===== config.mk =====
export PLATFORM = sky130hd
export DESIGN_NAME = runtime_pin_and_serial_option_regs
export DESIGN_NICKNAME = d
export VERILOG_FILES = /design/src/rtl/pin_opt_pkg.sv /design/src/rtl/pin_cell.sv /design/src/rtl/edge_event.sv /design/src/rtl/runtime_pin_and_serial_option_regs.sv
export VERILOG_INCLUDE_DIRS = /design/src /design/src/rtl
export SDC_FILE = /design/constraint.sdc
export NUM_CORES = 1
export LEC_CHECK = 0
export CAP_MARGIN = 20
export CORE_MARGIN = 3
export CORE_UTILIZATION = 55
export DETAILED_ROUTE_END_ITERATION = 16
export DONT_BUFFER_PORTS = 1
export PLACE_DENSITY = 0.74
export SLEW_MARGIN = 20
export SYNTH_ARGS = -nofsm -noshare
export SYNTH_HDL_FRONTEND = slang
export SYNTH_SLANG_ARGS = --single-unit

===== constraint.sdc =====
create_clock -name ref_clk -period 2.2 [get_ports ref_clk]
set_clock_uncertainty 0.2 [all_clocks]
set_input_delay 0 -clock ref_clk [delete_from_list [all_inputs] [get_ports ref_clk]]
set_output_delay 0 -clock ref_clk [all_outputs]
set_load 0.03 [all_outputs]

===== src/rtl/pin_opt_consts.svh =====
// offsets, field positions, reset values and encodings of the pin and serial option registers
//
// What this block does
// [RQ1] bit0 one makes pin input, zero output
// [RQ2] bit1 one inverts pin logic sense
// [RQ3] bit7 selects open-drain or push-pull driver
// [RQ4] pins 1.6/1.7 bit2 joins port3 handshake
// [RQ5] pin 2.1 field: keyboard data, edge irq0
// [RQ6] pin 2.2 field: keyboard clock, edge irq1
// [RQ7] software keeps pin 2.1 output for keyboard
// [RQ8] software keeps pin 2.2 output for keyboard
// [RQ9] read-only mirror of port5 fifo control
// [RQ10] read-only mirror of port6 fifo control
// [RQ11] option routes spare output and spare input
// [RQ12] option enables auto direction, picks its signal
// [RQ13] option bit5 sets direction signal level
// [RQ14] reserved bits read zero, writes ignored
`ifndef PIN_OPT_CONSTS_SVH
`define PIN_OPT_CONSTS_SVH

// ---------------------------------------------------------------
// register offsets
// ---------------------------------------------------------------
`define OFS_PIN_1_6       8'h2a
`define OFS_PIN_1_7       8'h2b
`define OFS_PIN_2_1       8'h2c
`define OFS_PIN_2_2       8'h2d
`define OFS_P5_FIFO_MIR   8'h2e
`define OFS_P6_FIFO_MIR   8'h2f
`define OFS_P5_OPTIONS    8'h30
`define OFS_IRQ_STATUS    8'h3e
`define OFS_IRQ_MASK      8'h3f

// ---------------------------------------------------------------
// reset values, writable-bit masks and the fifo mirror read mask
// ---------------------------------------------------------------
`define RST_PIN_1_X       8'h01
`define RST_PIN_2_X       8'h8c
`define RST_P5_OPTIONS    8'h04
`define WMASK_PIN_1_X     8'h87
`define WMASK_PIN_2_X     8'h8f
`define WMASK_OPTIONS     8'h3f
`define RMASK_FIFO_MIR    8'hcf
`define WMASK_IRQ         8'h03

// ---------------------------------------------------------------
// alternate function encodings of pins 2.1 and 2.2, and port5 spare input selects
// ---------------------------------------------------------------
`define ALT_KEYBOARD      2'h3
`define ALT_EDGE_IRQ      2'h2
`define SPARE_IN_DCD      2'h3
`define SPARE_IN_RI       2'h2
`define SPARE_IN_CTS      2'h1
`define SPARE_IN_DSR      2'h0

// status and mask bit positions
`define IRQ_BIT_EDGE0     0
`define IRQ_BIT_EDGE1     1

`endif


===== src/rtl/pin_opt_pkg.sv =====
// field layouts of the pin and serial option registers
package pin_opt_pkg;

   typedef struct packed {
      logic       openDrain;
      logic [2:0] rsvd;
      logic [1:0] altSel;
      logic       invert;
      logic       isInput;
   } pin_cfg_t;

   typedef struct packed {
      logic [1:0] rxTrigger;
      logic [1:0] rsvd;
      logic       dmaMode;
      logic       txReset;
      logic       rxReset;
      logic       enable;
   } fifo_shadow_t;

   typedef struct packed {
      logic [1:0] rsvd;
      logic       activeHigh;
      logic       useRts;
      logic       autoDir;
      logic [1:0] spareInSel;
      logic       spareOutRts;
   } serial_opt_t;

endpackage : pin_opt_pkg


===== src/rtl/pin_cell.sv =====
// one configurable pin: direction, polarity, driver type, input synchroniser
`timescale 1ns/1ps
module pin_cell
   import pin_opt_pkg::*;
(
   input  wire logic     ref_clk,
   input  wire logic     reset,
   input  wire pin_cfg_t cfg,
   input  wire logic     useAlt,
   input  wire logic     altOut,
   input  wire logic     gpioOut,
   input  wire logic     pinIn,
   output logic          pinOut,
   output logic          pinOe,
   output logic          levelIn
);

   logic sync1_q, sync2_q, sync1_d, sync2_d;
   logic pinOut_d, pinOe_d, levelIn_d, drive;

   // ---------------------------------------------------------------
   // driver and input path
   // ---------------------------------------------------------------
   // polarity applies to both directions so software sees one sense
   always_comb begin
      drive     = (useAlt ? altOut : gpioOut) ^ cfg.invert;    // [RQ2]
      sync1_d   = pinIn;
      sync2_d   = sync1_q;
      levelIn_d = sync2_q ^ cfg.invert;                        // [RQ2]
      if (cfg.isInput) begin                                   // [RQ1]
         pinOe_d  = 1'b0;
         pinOut_d = 1'b0;
      end else if (cfg.openDrain) begin                        // [RQ3]
         pinOe_d  = ~drive;                                    // only pulls low
         pinOut_d = 1'b0;
      end else begin
         pinOe_d  = 1'b1;
         pinOut_d = drive;
      end
   end

   always_ff @(posedge ref_clk) begin
      // pins idle high on their pull-ups; starting low gave a false keyboard edge
      if (reset) begin
         sync1_q <= 1'b1;
         sync2_q <= 1'b1;
         pinOut  <= 1'b0;
         pinOe   <= 1'b0;
         levelIn <= 1'b1;
      end else begin
         sync1_q <= sync1_d;
         sync2_q <= sync2_d;
         pinOut  <= pinOut_d;
         pinOe   <= pinOe_d;
         levelIn <= levelIn_d;
      end
   end

   // ---------------------------------------------------------------
   // checks
   // ---------------------------------------------------------------
   property p_input_floats;                                    // [RQ1]
      @(posedge ref_clk) disable iff (reset)
      cfg.isInput |=> !pinOe && !pinOut;
   endproperty
   a_input_floats: assert property (p_input_floats)            // [RQ1]
      else $error("input pin is driven");

   property p_push_pull_level;                                 // [RQ2]
      @(posedge ref_clk) disable iff (reset)
      (!cfg.isInput && !cfg.openDrain)
         |=> pinOe && (pinOut == ($past(useAlt ? altOut : gpioOut) ^ $past(cfg.invert)));
   endproperty
   a_push_pull_level: assert property (p_push_pull_level)      // [RQ2]
      else $error("push-pull level wrong");

   property p_open_drain_low_only;                             // [RQ3]
      @(posedge ref_clk) disable iff (reset)
      (!cfg.isInput && cfg.openDrain)
         |=> !pinOut && (pinOe == !($past(useAlt ? altOut : gpioOut) ^ $past(cfg.invert)));
   endproperty
   a_open_drain_low_only: assert property (p_open_drain_low_only) // [RQ3]
      else $error("open-drain pin drives high or wrong enable");

endmodule : pin_cell


===== src/rtl/edge_event.sv =====
// either-edge detector producing a one-cycle event pulse
`timescale 1ns/1ps
module edge_event (
   input  wire logic ref_clk,
   input  wire logic reset,
   input  wire logic level,
   input  wire logic enable,
   output logic      edgePulse
);

   logic prev_q, prev_d, edgePulse_d;

   // prev tracks level always, so enabling never fires a stale edge
   always_comb begin
      prev_d      = level;
      edgePulse_d = enable & (level ^ prev_q);
   end

   always_ff @(posedge ref_clk) begin
      if (reset) begin
         prev_q    <= 1'b1;
         edgePulse <= 1'b0;
      end else begin
         prev_q    <= prev_d;
         edgePulse <= edgePulse_d;
      end
   end

endmodule : edge_event


===== src/rtl/runtime_pin_and_serial_option_regs.sv =====
// runtime register slice: four pin configs, two fifo mirrors, port5 options, edge irqs
//
// Local design decision: strobed register access.
`timescale 1ns/1ps
`include "pin_opt_consts.svh"
module runtime_pin_and_serial_option_regs
   import pin_opt_pkg::*;
(
   input  wire logic         ref_clk,
   input  wire logic         reset,
   input  wire logic [7:0]   regAddr,
   input  wire logic [7:0]   regWrData,
   input  wire logic         regWrStrobe,
   input  wire logic         regRdStrobe,
   output logic [7:0]        regRdData,
   input  wire logic [3:0]   pinIn,
   output logic [3:0]        pinOut,
   output logic [3:0]        pinOe,
   input  wire logic [3:0]   gpioOutData,
   output logic [3:0]        gpioInData,
   input  wire logic         port3RequestToSend,
   output logic              port3ClearToSend,
   input  wire logic         keyboardDataDrive,
   input  wire logic         keyboardClockDrive,
   output logic              keyboardDataLine,
   output logic              keyboardClockLine,
   input  wire fifo_shadow_t port5FifoShadow,
   input  wire fifo_shadow_t port6FifoShadow,
   input  wire logic         port5RequestToSend,
   input  wire logic         port5TerminalReady,
   input  wire logic         port5TxActive,
   output logic              port5RtsOut,
   output logic              port5DtrOut,
   output logic              port5SpareOutput,
   input  wire logic         port5SpareIn,
   output logic              port5CarrierDetect,
   output logic              port5RingIndicator,
   output logic              port5ClearToSend,
   output logic              port5SetReady,
   output logic              irq
);

   // index 0 = pin 1.6, 1 = pin 1.7, 2 = pin 2.1, 3 = pin 2.2
   pin_cfg_t    cfg_q [4];
   pin_cfg_t    cfg_d [4];
   serial_opt_t opt_q, opt_d;
   logic [1:0]  irqStatus_q, irqStatus_d, irqMask_q, irqMask_d;
   logic [7:0]  rdData_d;
   logic [3:0]  useAlt, altOut, levelIn;
   logic [1:0]  edgeHit;
   logic        spare1_q, spare2_q, spare1_d, spare2_d;
   logic        irq_d, cts3_d, kbdData_d, kbdClock_d;
   logic        rts5_d, dtr5_d, dirLevel, spareOut_d;
   logic        cd5_d, ri5_d, cts5_d, dsr5_d;

   // keep only defined bits so reserved ones always read back zero
   function automatic logic [7:0] wr_field(input logic [7:0] data, input logic [7:0] mask);
      wr_field = data & mask;                                  // [RQ14]
   endfunction : wr_field

   function automatic logic hit(input logic [7:0] ofs);
      hit = regWrStrobe && (regAddr == ofs);
   endfunction : hit

   // ---------------------------------------------------------------
   // register writes and event status
   // ---------------------------------------------------------------
   always_comb begin
      cfg_d = cfg_q;
      opt_d = opt_q;
      irqMask_d = irqMask_q;
      irqStatus_d = irqStatus_q;
      if (hit(`OFS_PIN_1_6)) cfg_d[0] = wr_field(regWrData, `WMASK_PIN_1_X); // [RQ14]
      if (hit(`OFS_PIN_1_7)) cfg_d[1] = wr_field(regWrData, `WMASK_PIN_1_X);
      if (hit(`OFS_PIN_2_1)) cfg_d[2] = wr_field(regWrData, `WMASK_PIN_2_X);
      if (hit(`OFS_PIN_2_2)) cfg_d[3] = wr_field(regWrData, `WMASK_PIN_2_X);
      if (hit(`OFS_P5_OPTIONS)) opt_d = wr_field(regWrData, `WMASK_OPTIONS); // [RQ14]
      if (hit(`OFS_IRQ_MASK)) irqMask_d = regWrData[1:0];
      // write-one clears, then a same-cycle event sets again: set wins
      if (hit(`OFS_IRQ_STATUS)) irqStatus_d = irqStatus_q & ~regWrData[1:0];
      irqStatus_d = irqStatus_d | edgeHit;                     // [RQ5] [RQ6]
      irq_d = |(irqStatus_d & irqMask_d);
   end

   // ---------------------------------------------------------------
   // read mux; mirrors and unmapped offsets read through the same path
   // ---------------------------------------------------------------
   always_comb begin
      rdData_d = regRdData;
      if (regRdStrobe) begin
         case (regAddr)
            `OFS_PIN_1_6:     rdData_d = cfg_q[0];
            `OFS_PIN_1_7:     rdData_d = cfg_q[1];
            `OFS_PIN_2_1:     rdData_d = cfg_q[2];
            `OFS_PIN_2_2:     rdData_d = cfg_q[3];
            `OFS_P5_FIFO_MIR: rdData_d = port5FifoShadow & `RMASK_FIFO_MIR; // [RQ9] [RQ14]
            `OFS_P6_FIFO_MIR: rdData_d = port6FifoShadow & `RMASK_FIFO_MIR; // [RQ10] [RQ14]
            `OFS_P5_OPTIONS:  rdData_d = opt_q;
            `OFS_IRQ_STATUS:  rdData_d = {6'h00, irqStatus_q};
            `OFS_IRQ_MASK:    rdData_d = {6'h00, irqMask_q};
            default:          rdData_d = 8'h00;
         endcase
      end
   end

   // ---------------------------------------------------------------
   // alternate function steering for the pins
   // ---------------------------------------------------------------
   // edge-irq mode leaves the pin a plain gpio so software still owns drive
   always_comb begin
      useAlt[0] = 1'b0;                                        // cts3 is an input only
      altOut[0] = 1'b1;
      useAlt[1] = cfg_q[1].altSel[0];                          // [RQ4]
      altOut[1] = port3RequestToSend;
      useAlt[2] = (cfg_q[2].altSel == `ALT_KEYBOARD);          // [RQ5]
      altOut[2] = keyboardDataDrive;
      useAlt[3] = (cfg_q[3].altSel == `ALT_KEYBOARD);          // [RQ6]
      altOut[3] = keyboardClockDrive;
      // unselected handshake and keyboard inputs idle high (inactive)
      cts3_d     = cfg_q[0].altSel[0] ? levelIn[0] : 1'b1;     // [RQ4]
      kbdData_d  = useAlt[2] ? levelIn[2] : 1'b1;              // [RQ5]
      kbdClock_d = useAlt[3] ? levelIn[3] : 1'b1;              // [RQ6]
   end

   for (genvar i = 0; i < 4; i++) begin : g_pin
      pin_cell u_pin (
         .ref_clk (ref_clk),
         .reset   (reset),
         .cfg     (cfg_q[i]),
         .useAlt  (useAlt[i]),
         .altOut  (altOut[i]),
         .gpioOut (gpioOutData[i]),
         .pinIn   (pinIn[i]),
         .pinOut  (pinOut[i]),
         .pinOe   (pinOe[i]),
         .levelIn (levelIn[i])
      );
   end

   for (genvar e = 0; e < 2; e++) begin : g_edge
      edge_event u_edge (
         .ref_clk   (ref_clk),
         .reset     (reset),
         .level     (levelIn[e + 2]),
         .enable    (cfg_q[e + 2].altSel == `ALT_EDGE_IRQ), // [RQ5] [RQ6]
         .edgePulse (edgeHit[e])
      );
   end

   // ---------------------------------------------------------------
   // serial port five: spare signals and automatic direction
   // ---------------------------------------------------------------
   // direction level follows transmit activity; idle gives the opposite level
   always_comb begin
      spare1_d = port5SpareIn;
      spare2_d = spare1_q;
      dirLevel = port5TxActive ? opt_q.activeHigh : ~opt_q.activeHigh; // [RQ13]
      rts5_d = port5RequestToSend;
      dtr5_d = port5TerminalReady;
      if (opt_q.autoDir) begin                                 // [RQ12]
         if (opt_q.useRts) begin
            rts5_d = dirLevel;
         end else begin
            dtr5_d = dirLevel;
         end
      end
      spareOut_d = opt_q.spareOutRts ? rts5_d : dtr5_d;        // [RQ11]
      cd5_d  = (opt_q.spareInSel == `SPARE_IN_DCD) ? spare2_q : 1'b1; // [RQ11]
      ri5_d  = (opt_q.spareInSel == `SPARE_IN_RI)  ? spare2_q : 1'b1;
      cts5_d = (opt_q.spareInSel == `SPARE_IN_CTS) ? spare2_q : 1'b1;
      dsr5_d = (opt_q.spareInSel == `SPARE_IN_DSR) ? spare2_q : 1'b1;
   end

   // ---------------------------------------------------------------
   // state registers
   // ---------------------------------------------------------------
   always_ff @(posedge ref_clk) begin
      if (reset) begin
         cfg_q[0]    <= `RST_PIN_1_X;
         cfg_q[1]    <= `RST_PIN_1_X;
         cfg_q[2]    <= `RST_PIN_2_X;
         cfg_q[3]    <= `RST_PIN_2_X;
         opt_q       <= `RST_P5_OPTIONS;
         irqStatus_q <= 2'h0;
         irqMask_q   <= 2'h0;
         regRdData   <= 8'h00;
         irq         <= 1'b0;
         spare1_q    <= 1'b1;
         spare2_q    <= 1'b1;
         gpioInData  <= 4'h0;
         port3ClearToSend   <= 1'b1;
         keyboardDataLine   <= 1'b1;
         keyboardClockLine  <= 1'b1;
         port5RtsOut        <= 1'b1;
         port5DtrOut        <= 1'b1;
         port5SpareOutput   <= 1'b1;
         port5CarrierDetect <= 1'b1;
         port5RingIndicator <= 1'b1;
         port5ClearToSend   <= 1'b1;
         port5SetReady      <= 1'b1;
      end else begin
         cfg_q       <= cfg_d;
         opt_q       <= opt_d;
         irqStatus_q <= irqStatus_d;
         irqMask_q   <= irqMask_d;
         regRdData   <= rdData_d;
         irq         <= irq_d;
         spare1_q    <= spare1_d;
         spare2_q    <= spare2_d;
         gpioInData  <= levelIn;
         port3ClearToSend   <= cts3_d;
         keyboardDataLine   <= kbdData_d;
         keyboardClockLine  <= kbdClock_d;
         port5RtsOut        <= rts5_d;
         port5DtrOut        <= dtr5_d;
         port5SpareOutput   <= spareOut_d;
         port5CarrierDetect <= cd5_d;
         port5RingIndicator <= ri5_d;
         port5ClearToSend   <= cts5_d;
         port5SetReady      <= dsr5_d;
      end
   end

   // ---------------------------------------------------------------
   // checks
   // ---------------------------------------------------------------
   property p_cts3_idle;
      @(posedge ref_clk) disable iff (reset)
      !cfg_q[0].altSel[0] |=> port3ClearToSend;
   endproperty
   a_cts3_idle: assert property (p_cts3_idle) // [RQ4]
      else $error("cts3 not idle while pin 1.6 is gpio");

   property p_edge0_sets;
      @(posedge ref_clk) disable iff (reset)
      edgeHit[0] |=> irqStatus_q[0] && (irq || !irqMask_q[0]);
   endproperty
   a_edge0_sets: assert property (p_edge0_sets) // [RQ5]
      else $error("edge on pin 2.1 lost");

   property p_kbd_clock_follows;
      @(posedge ref_clk) disable iff (reset)
      (cfg_q[3].altSel == `ALT_KEYBOARD) |=> keyboardClockLine == $past(levelIn[3]);
   endproperty
   a_kbd_clock_follows: assert property (p_kbd_clock_follows) // [RQ6]
      else $error("keyboard clock line not routed");

   property p_fifo5_mirror;
      @(posedge ref_clk) disable iff (reset)
      (regRdStrobe && regAddr == `OFS_P5_FIFO_MIR)
         |=> regRdData == ($past(port5FifoShadow) & `RMASK_FIFO_MIR);
   endproperty
   a_fifo5_mirror: assert property (p_fifo5_mirror) // [RQ9]
      else $error("port5 fifo mirror wrong");

   property p_fifo6_mirror;
      @(posedge ref_clk) disable iff (reset)
      (regRdStrobe && regAddr == `OFS_P6_FIFO_MIR)
         |=> regRdData[7:6] == $past(port6FifoShadow.rxTrigger) && regRdData[5:4] == 2'h0;
   endproperty
   a_fifo6_mirror: assert property (p_fifo6_mirror) // [RQ10]
      else $error("port6 fifo mirror wrong");

   property p_spare_dcd;
      @(posedge ref_clk) disable iff (reset)
      (opt_q.spareInSel == `SPARE_IN_DCD) |=> port5CarrierDetect == $past(spare2_q)
         && port5SetReady;
   endproperty
   a_spare_dcd: assert property (p_spare_dcd) // [RQ11]
      else $error("spare input misrouted");

   property p_auto_dir_rts;
      @(posedge ref_clk) disable iff (reset)
      (opt_q.autoDir && opt_q.useRts && port5TxActive)
         |=> port5RtsOut == $past(opt_q.activeHigh) && port5DtrOut == $past(port5TerminalReady);
   endproperty
   a_auto_dir_rts: assert property (p_auto_dir_rts) // [RQ12]
      else $error("auto direction on rts wrong");

   property p_auto_dir_idle;
      @(posedge ref_clk) disable iff (reset)
      (opt_q.autoDir && !opt_q.useRts && !port5TxActive)
         |=> port5DtrOut == !$past(opt_q.activeHigh);
   endproperty
   a_auto_dir_idle: assert property (p_auto_dir_idle) // [RQ13]
      else $error("idle direction level wrong");

   property p_reserved_zero;
      @(posedge ref_clk) disable iff (reset)
      (regRdStrobe && regAddr == `OFS_PIN_2_1) |=> regRdData[6:4] == 3'h0;
   endproperty
   a_reserved_zero: assert property (p_reserved_zero) // [RQ14]
      else $error("reserved bits read nonzero");

endmodule : runtime_pin_and_serial_option_regs


Word-level counts from Yosys, hierarchy flattened

Index checks and enable logic that the tools add are counted.

Register bits after elaboration: 77
Latch bits: 0
Bits in writable memories: 0
ROM bits: 0
Bits of input ports: 51
Logic and storage cells: 146
Memories kept: 0

Add/sub/neg operators: 0
Multipliers: 0
Div/mod/pow operators: 0
$lt $le $gt $ge: 0
Eq/ne operators: 16
Shifts and indexed selects: 0
Mux-type cells: 16
Bitwise gates (word level): 28
Reductions and logical operators: 24

Operators by type and width:

| operator                                       | count |
|---|---|
| == test 8 x 6 -> 1 bit (second input constant) | 9 |
| case mux 8 bit (9 select lines)                | 1 |
| OR reduction 2 bit                             | 12 |
| 2-to-1 mux 1 bit                               | 13 |
| == test 2 bit (second input constant)          | 6 |
| inverter 1 bit                                 | 12 |
| OR reduction 3 bit                             | 4 |
| bitwise XOR 1 bit                              | 10 |
| logical AND 1 bit                              | 7 |
| AND 2 bit                                      | 2 |
| 2-to-1 mux 2 bit                               | 2 |
| AND 1 bit                                      | 2 |
| == test 2 x 1 -> 1 bit (second input constant) | 1 |
| logical NOT 2 bit                              | 1 |
| inverter 2 bit                                 | 1 |
| bitwise OR 2 bit                               | 1 |

Logic depth before layout (Yosys ltp)

Depth after elaboration: 6
Mapped depth: 6
Depth with buffers taken out: 4

Modules after synthesis

Synthesis repeated with hierarchy kept, for this count alone.

Cells, all modules: 324
Area, all modules: 3153.0 um2

Modules (own cells, without submodules):

| module                             | instances | cells each | area an instance (um2) | seq. area each (um2) |
|---|---|---|---|---|
| runtime_pin_and_serial_option_regs | 1         | 254        | 2347.3                 | 1061.0 |
| pin_cell                           | 4         | 15         | 167.7                  | 100.1 |
| edge_event                         | 2         | 5          | 67.6                   | 40.0 |

Worst setup path after synthesis

OpenSTA, ideal clock, no wires.

Kind: input port to flip-flop
From: input port regAddr[7]
To: register cfg_q[24] (netlist name)
Setup time: 0.129 ns
Data arrival time: 1.379 ns
Slack: 0.492 ns
Stages on the path: 6
Buffers on the path: 2
Path through: or3b_1 buf_6 or4b_4 buf_6 mux2i_1 nand2_1

Cells in the longest elaborated chain, start to end: 2

RTL lines:

| item                   | line                                      | RTL |
|---|---|---|
| start, declared        | runtime_pin_and_serial_option_regs.sv:11  | `input wire logic [7:0] regAddr,` |
| == test 8 x 6 -> 1 bit | runtime_pin_and_serial_option_regs.sv:62  | `hit = regWrStrobe && (regAddr == ofs);` |
| logical AND 1 bit      | runtime_pin_and_serial_option_regs.sv:62  |  |
| end signal, assigned   | runtime_pin_and_serial_option_regs.sv:202 | `cfg_q <= cfg_d;` |
| end, declared          | runtime_pin_and_serial_option_regs.sv:44  | `pin_cfg_t cfg_q [4];` |

Every way passes these cells.
A chain may end at the register's enable or synchronous reset.

Final worst setup path

From: input port regAddr[1]
To: register cfg_q[26] (netlist name)

The elaborated chain is that of the path after synthesis.

==> impl_metrics.py <==
metrics = {
    "detailed_routing": {
        "dr.pass1.iters": 5,
        "routed_wl_mm": 8.30,
        "vias_per_cell": 5.93,
        "ant_nets": 0,
        "vias": 2621,
        "wl_per_cell_um": 18.8,
        "drtIter0Drc": 268,
        "drc": 0,
    },
    "finish": {
        "num_antenna_cells": 0,
        "final_common_cell": "dfxtp_1",
        "fin_nets": 418,
        "drive_gt1_share_pct": 12.1,
        "syn2layout_area_growth_pct": 30.3,
        "finalInstanceArea_um2": 4120,
        "final_cell_mix": "dfxtp_1, dlygate4sd3_1, nand2_1, mux2i_1, nor2_1",
    },
    "critical_path": {
        "path_common_cell": "dlygate4sd3_1",
        "critPathSlowestCell": "dlygate4sd3_1",
        "cp_slowest_stage_delay_ns": 0.68,
        "cp_max_fo": 11,
        "criticalPathCategory": "in -> reg",
        "crit_family": "buffers and inverters",
        "cp_data_required_time_ns": 2.28,
        "arrival_ns": 2.27,
        "crit_path_end_kind": "flip-flop",
        "crit_buf_inv": 2,
        "cp-start-kind": "input pin",
        "path_cells": "dlygate4sd3_1 > nand2_4 > or4b_4 > mux2i_1 > dlygate4sd3_1 > nor2_1",
    },
    "yosys": {
        "yosys.area_share.simple_pct": 23.1,
        "syn_avg_cell_area_um2": 10.3,
        "yosys.area.top_type": "dfxtp_1",
        "muxShareOfSynthArea_pct": 13.7,
        "synthTopCellsByArea": "dfxtp_1, mux2i_1, nand2_1",
        "synth_cell_types": 48,
        "syn_inst": 307,
        "ys_seq_area_share_pct": 48.8,
        "synth_xor_area_share_pct": 3.05,
        "ys_ff_latch": 77,
        "synth_fa_ha_area_share_pct": 0,
        "yosysWarnings": 0,
        "synth_top_family_by_area": "simple AND/OR/NAND/NOR gates",
        "synth_area_um2": 3160,
        "synth_compound_area_share_pct": 6.46,
        "synth.top_cell.area_share_pct": 48.8,
        "syn_nets": 358,
    },
    "outcome": {
        "status": "finished clean",
    },
    "global_route": {
        "grt_max_degree": 59,
        "antenna_found_initial": 0,
        "grt_usage_pct": 26.3,
        "grt_pass1_vias": 2617,
        "grt_overflow_total": 0,
        "grt_pass1_wl_mm": 13.1,
    },
    "clocking": {
        "cts-root-buf": "clkbuf_8",
        "clock_latency_ns": 0.35,
        "clk_pin_slew_ns": 0.08,
        "cts.sinks": 77,
        "cts_made_buffers": 9,
        "cts_tree": "done",
        "h-tree-depth": 3,
        "clk_path_buf_depth": 2,
    },
    "pwr": {
        "p_leak_nw": 1.49,
        "powerDensity_nw_per_um2": 730,
        "ir_drop_v": 0.000530,
    },
    "floorplan": {
        "initial_utilization_pct": 59.2,
        "io_pins": 82,
        "dieHeight_um": 81.8,
        "die-area_um2": 6690,
        "die_x_um": 81.8,
        "rows": 26,
        "core-area_um2": 5340,
    },
    "flow_run": {
        "cap_violations": 0,
    },
    "placed_design": {
        "portBuffers": 0,
        "dpl.hpwl_mm": 4.48,
        "gp_congestion": 0.848,
        "placed_area_um2": 3120,
    },
    "sta": {
        "finalCritPeriodShare_pct": 99.6,
        "rsz0062_at_grt": "no",
        "period_needed_ns": 2.19,
        "finalSetupTns_ns": 0,
        "setup_viol": 0,
        "finalHoldViolations": 0,
        "slew_viol_final": 0,
        "timing.fmax_mhz": 456,
        "slew_headroom_pct": 60.9,
        "worst_pin_slew_ns": 0.587,
    },
    "hold_path": {
        "hp-class": "in -> reg",
    },
}
## per-layer routing
metal / wire, um / global-route usage (%)
met2: 3730 / 41.5
met5: 0 / 0
met4: 221 / 12.3
met1: 3550 / 33.7
met3: 795 / 6.80
## worst register-to-register path, stage by stage, from the launching register on
cell and delay (ns):
dfxtp_1 0.37, mux4_2 0.49, dlygate4sd3_1 0.60, a22oi_1 0.17
a211oi_1 0.10
## cell families (layout without fill, tap and decap cells)
kind of cell / Yosys count / count (layout)
and+or+nand+nor: 123 / 123
DFF: 77 / 77
muxes: 37 / 37
AOI/OAI and AO/OA: 31 / 31
buffers and inverters: 28 / 93
xor gates and xnor gates: 11 / 11
## what timing repair did
action                                  CTS  global route
resized for setup                         0             3
buffers inserted                          0             0
endpoints found under the setup margin    0            10
hold endpoints to repair                 77             5
hold buffers                             70             2
## registers in the layout, summed over array words and instances, names as in the netlist, 2 cells and up
register / cells
cfg_q: 18
regRdData: 8
opt_q: 6
g_pin.u_pin.levelIn: 4
g_pin.u_pin.pinOe: 4
g_pin.u_pin.pinOut: 4
g_pin.u_pin.sync1_q: 4
g_pin.u_pin.sync2_q: 4
gpioInData: 4
g_edge.u_edge.edgePulse: 2
g_edge.u_edge.prev_q: 2
irqMask_q: 2
irqStatus_q: 2
## final timing paths
kind	slack, ns	to	cells after the start	from
max reg2reg	0.14	regRdData[3]$_SDFFE_PP0P_	4	cfg_q[3]$_SDFFE_PP1P_
min	0.03	cfg_q[10]$_SDFFE_PP1P_	4	regAddr[0]
max	0.008	cfg_q[26]$_SDFFE_PP0P_	6	regAddr[1]
min reg2reg	0.21	g_pin[3].u_pin.sync2_q$_SDFF_PP1_	1	g_pin[3].u_pin.sync1_q$_SDFF_PP1_
## stage by stage
stage / util (%) / setup WS [ns] / power [mW] / hold slack [ns] / cells
after floorplan: - / 0.492 / 1.59 / -0.0962 / 307
after global placement: 58.5 / 0.386 / 1.57 / -0.124 / 355
after detailed placement: 58.5 / 0.374 / 1.58 / -0.122 / 355
after CTS: 76.7 / 0.0227 / 3.00 / 0.00624 / 441
after global routing: 77.2 / 0.0115 / 3.08 / 0.0293 / 442
final: 77.2 / 0.00812 / 3.01 / 0.0348 / 442
## cells in the mapped netlist (all sizes together)
master and instances:
a211oi 9, a21oi 10, a22oi 1, a311oi 1, and3 3, and3b 1
and4 3, buf 14, clkbuf 10, clkinv 1, dfxtp 77, inv 3
mux2 1, mux2i 31, mux4 5, nand2 32, nand2b 5, nand3 10
nand3b 2, nand4 4, nand4b 2, nor2 21, nor2b 9, nor3 2
nor3b 1, nor4 4, nor4b 7, o2111ai 1, o211ai 1, o21ai 3
o22ai 2, o2bb2ai 1, o32ai 1, o41ai 1, or2 13, or3b 1
or4 1, or4b 2, xnor2 10, xor2 1
## layout make-up
cell class,count,area (um^2)
Clock inverter,3,90.1
Multi-Input combinational cell,202,1480
Tap cell,70,87.6
Timing Repair Buffer,73,736
Fill cell,348,1220
Inverter,4,15.0
Clock buffer,13,169
Sequential cell,77,1540
## report_power, final
part / internal (mW) / switching (mW) / leakage [nW]
combinational: 0.108 / 0.0917 / 0.732
clock: 0.848 / 0.506 / 0.130
sequential: 1.42 / 0.0350 / 0.627
No activity file was read; power rests on OpenSTA's default activity.
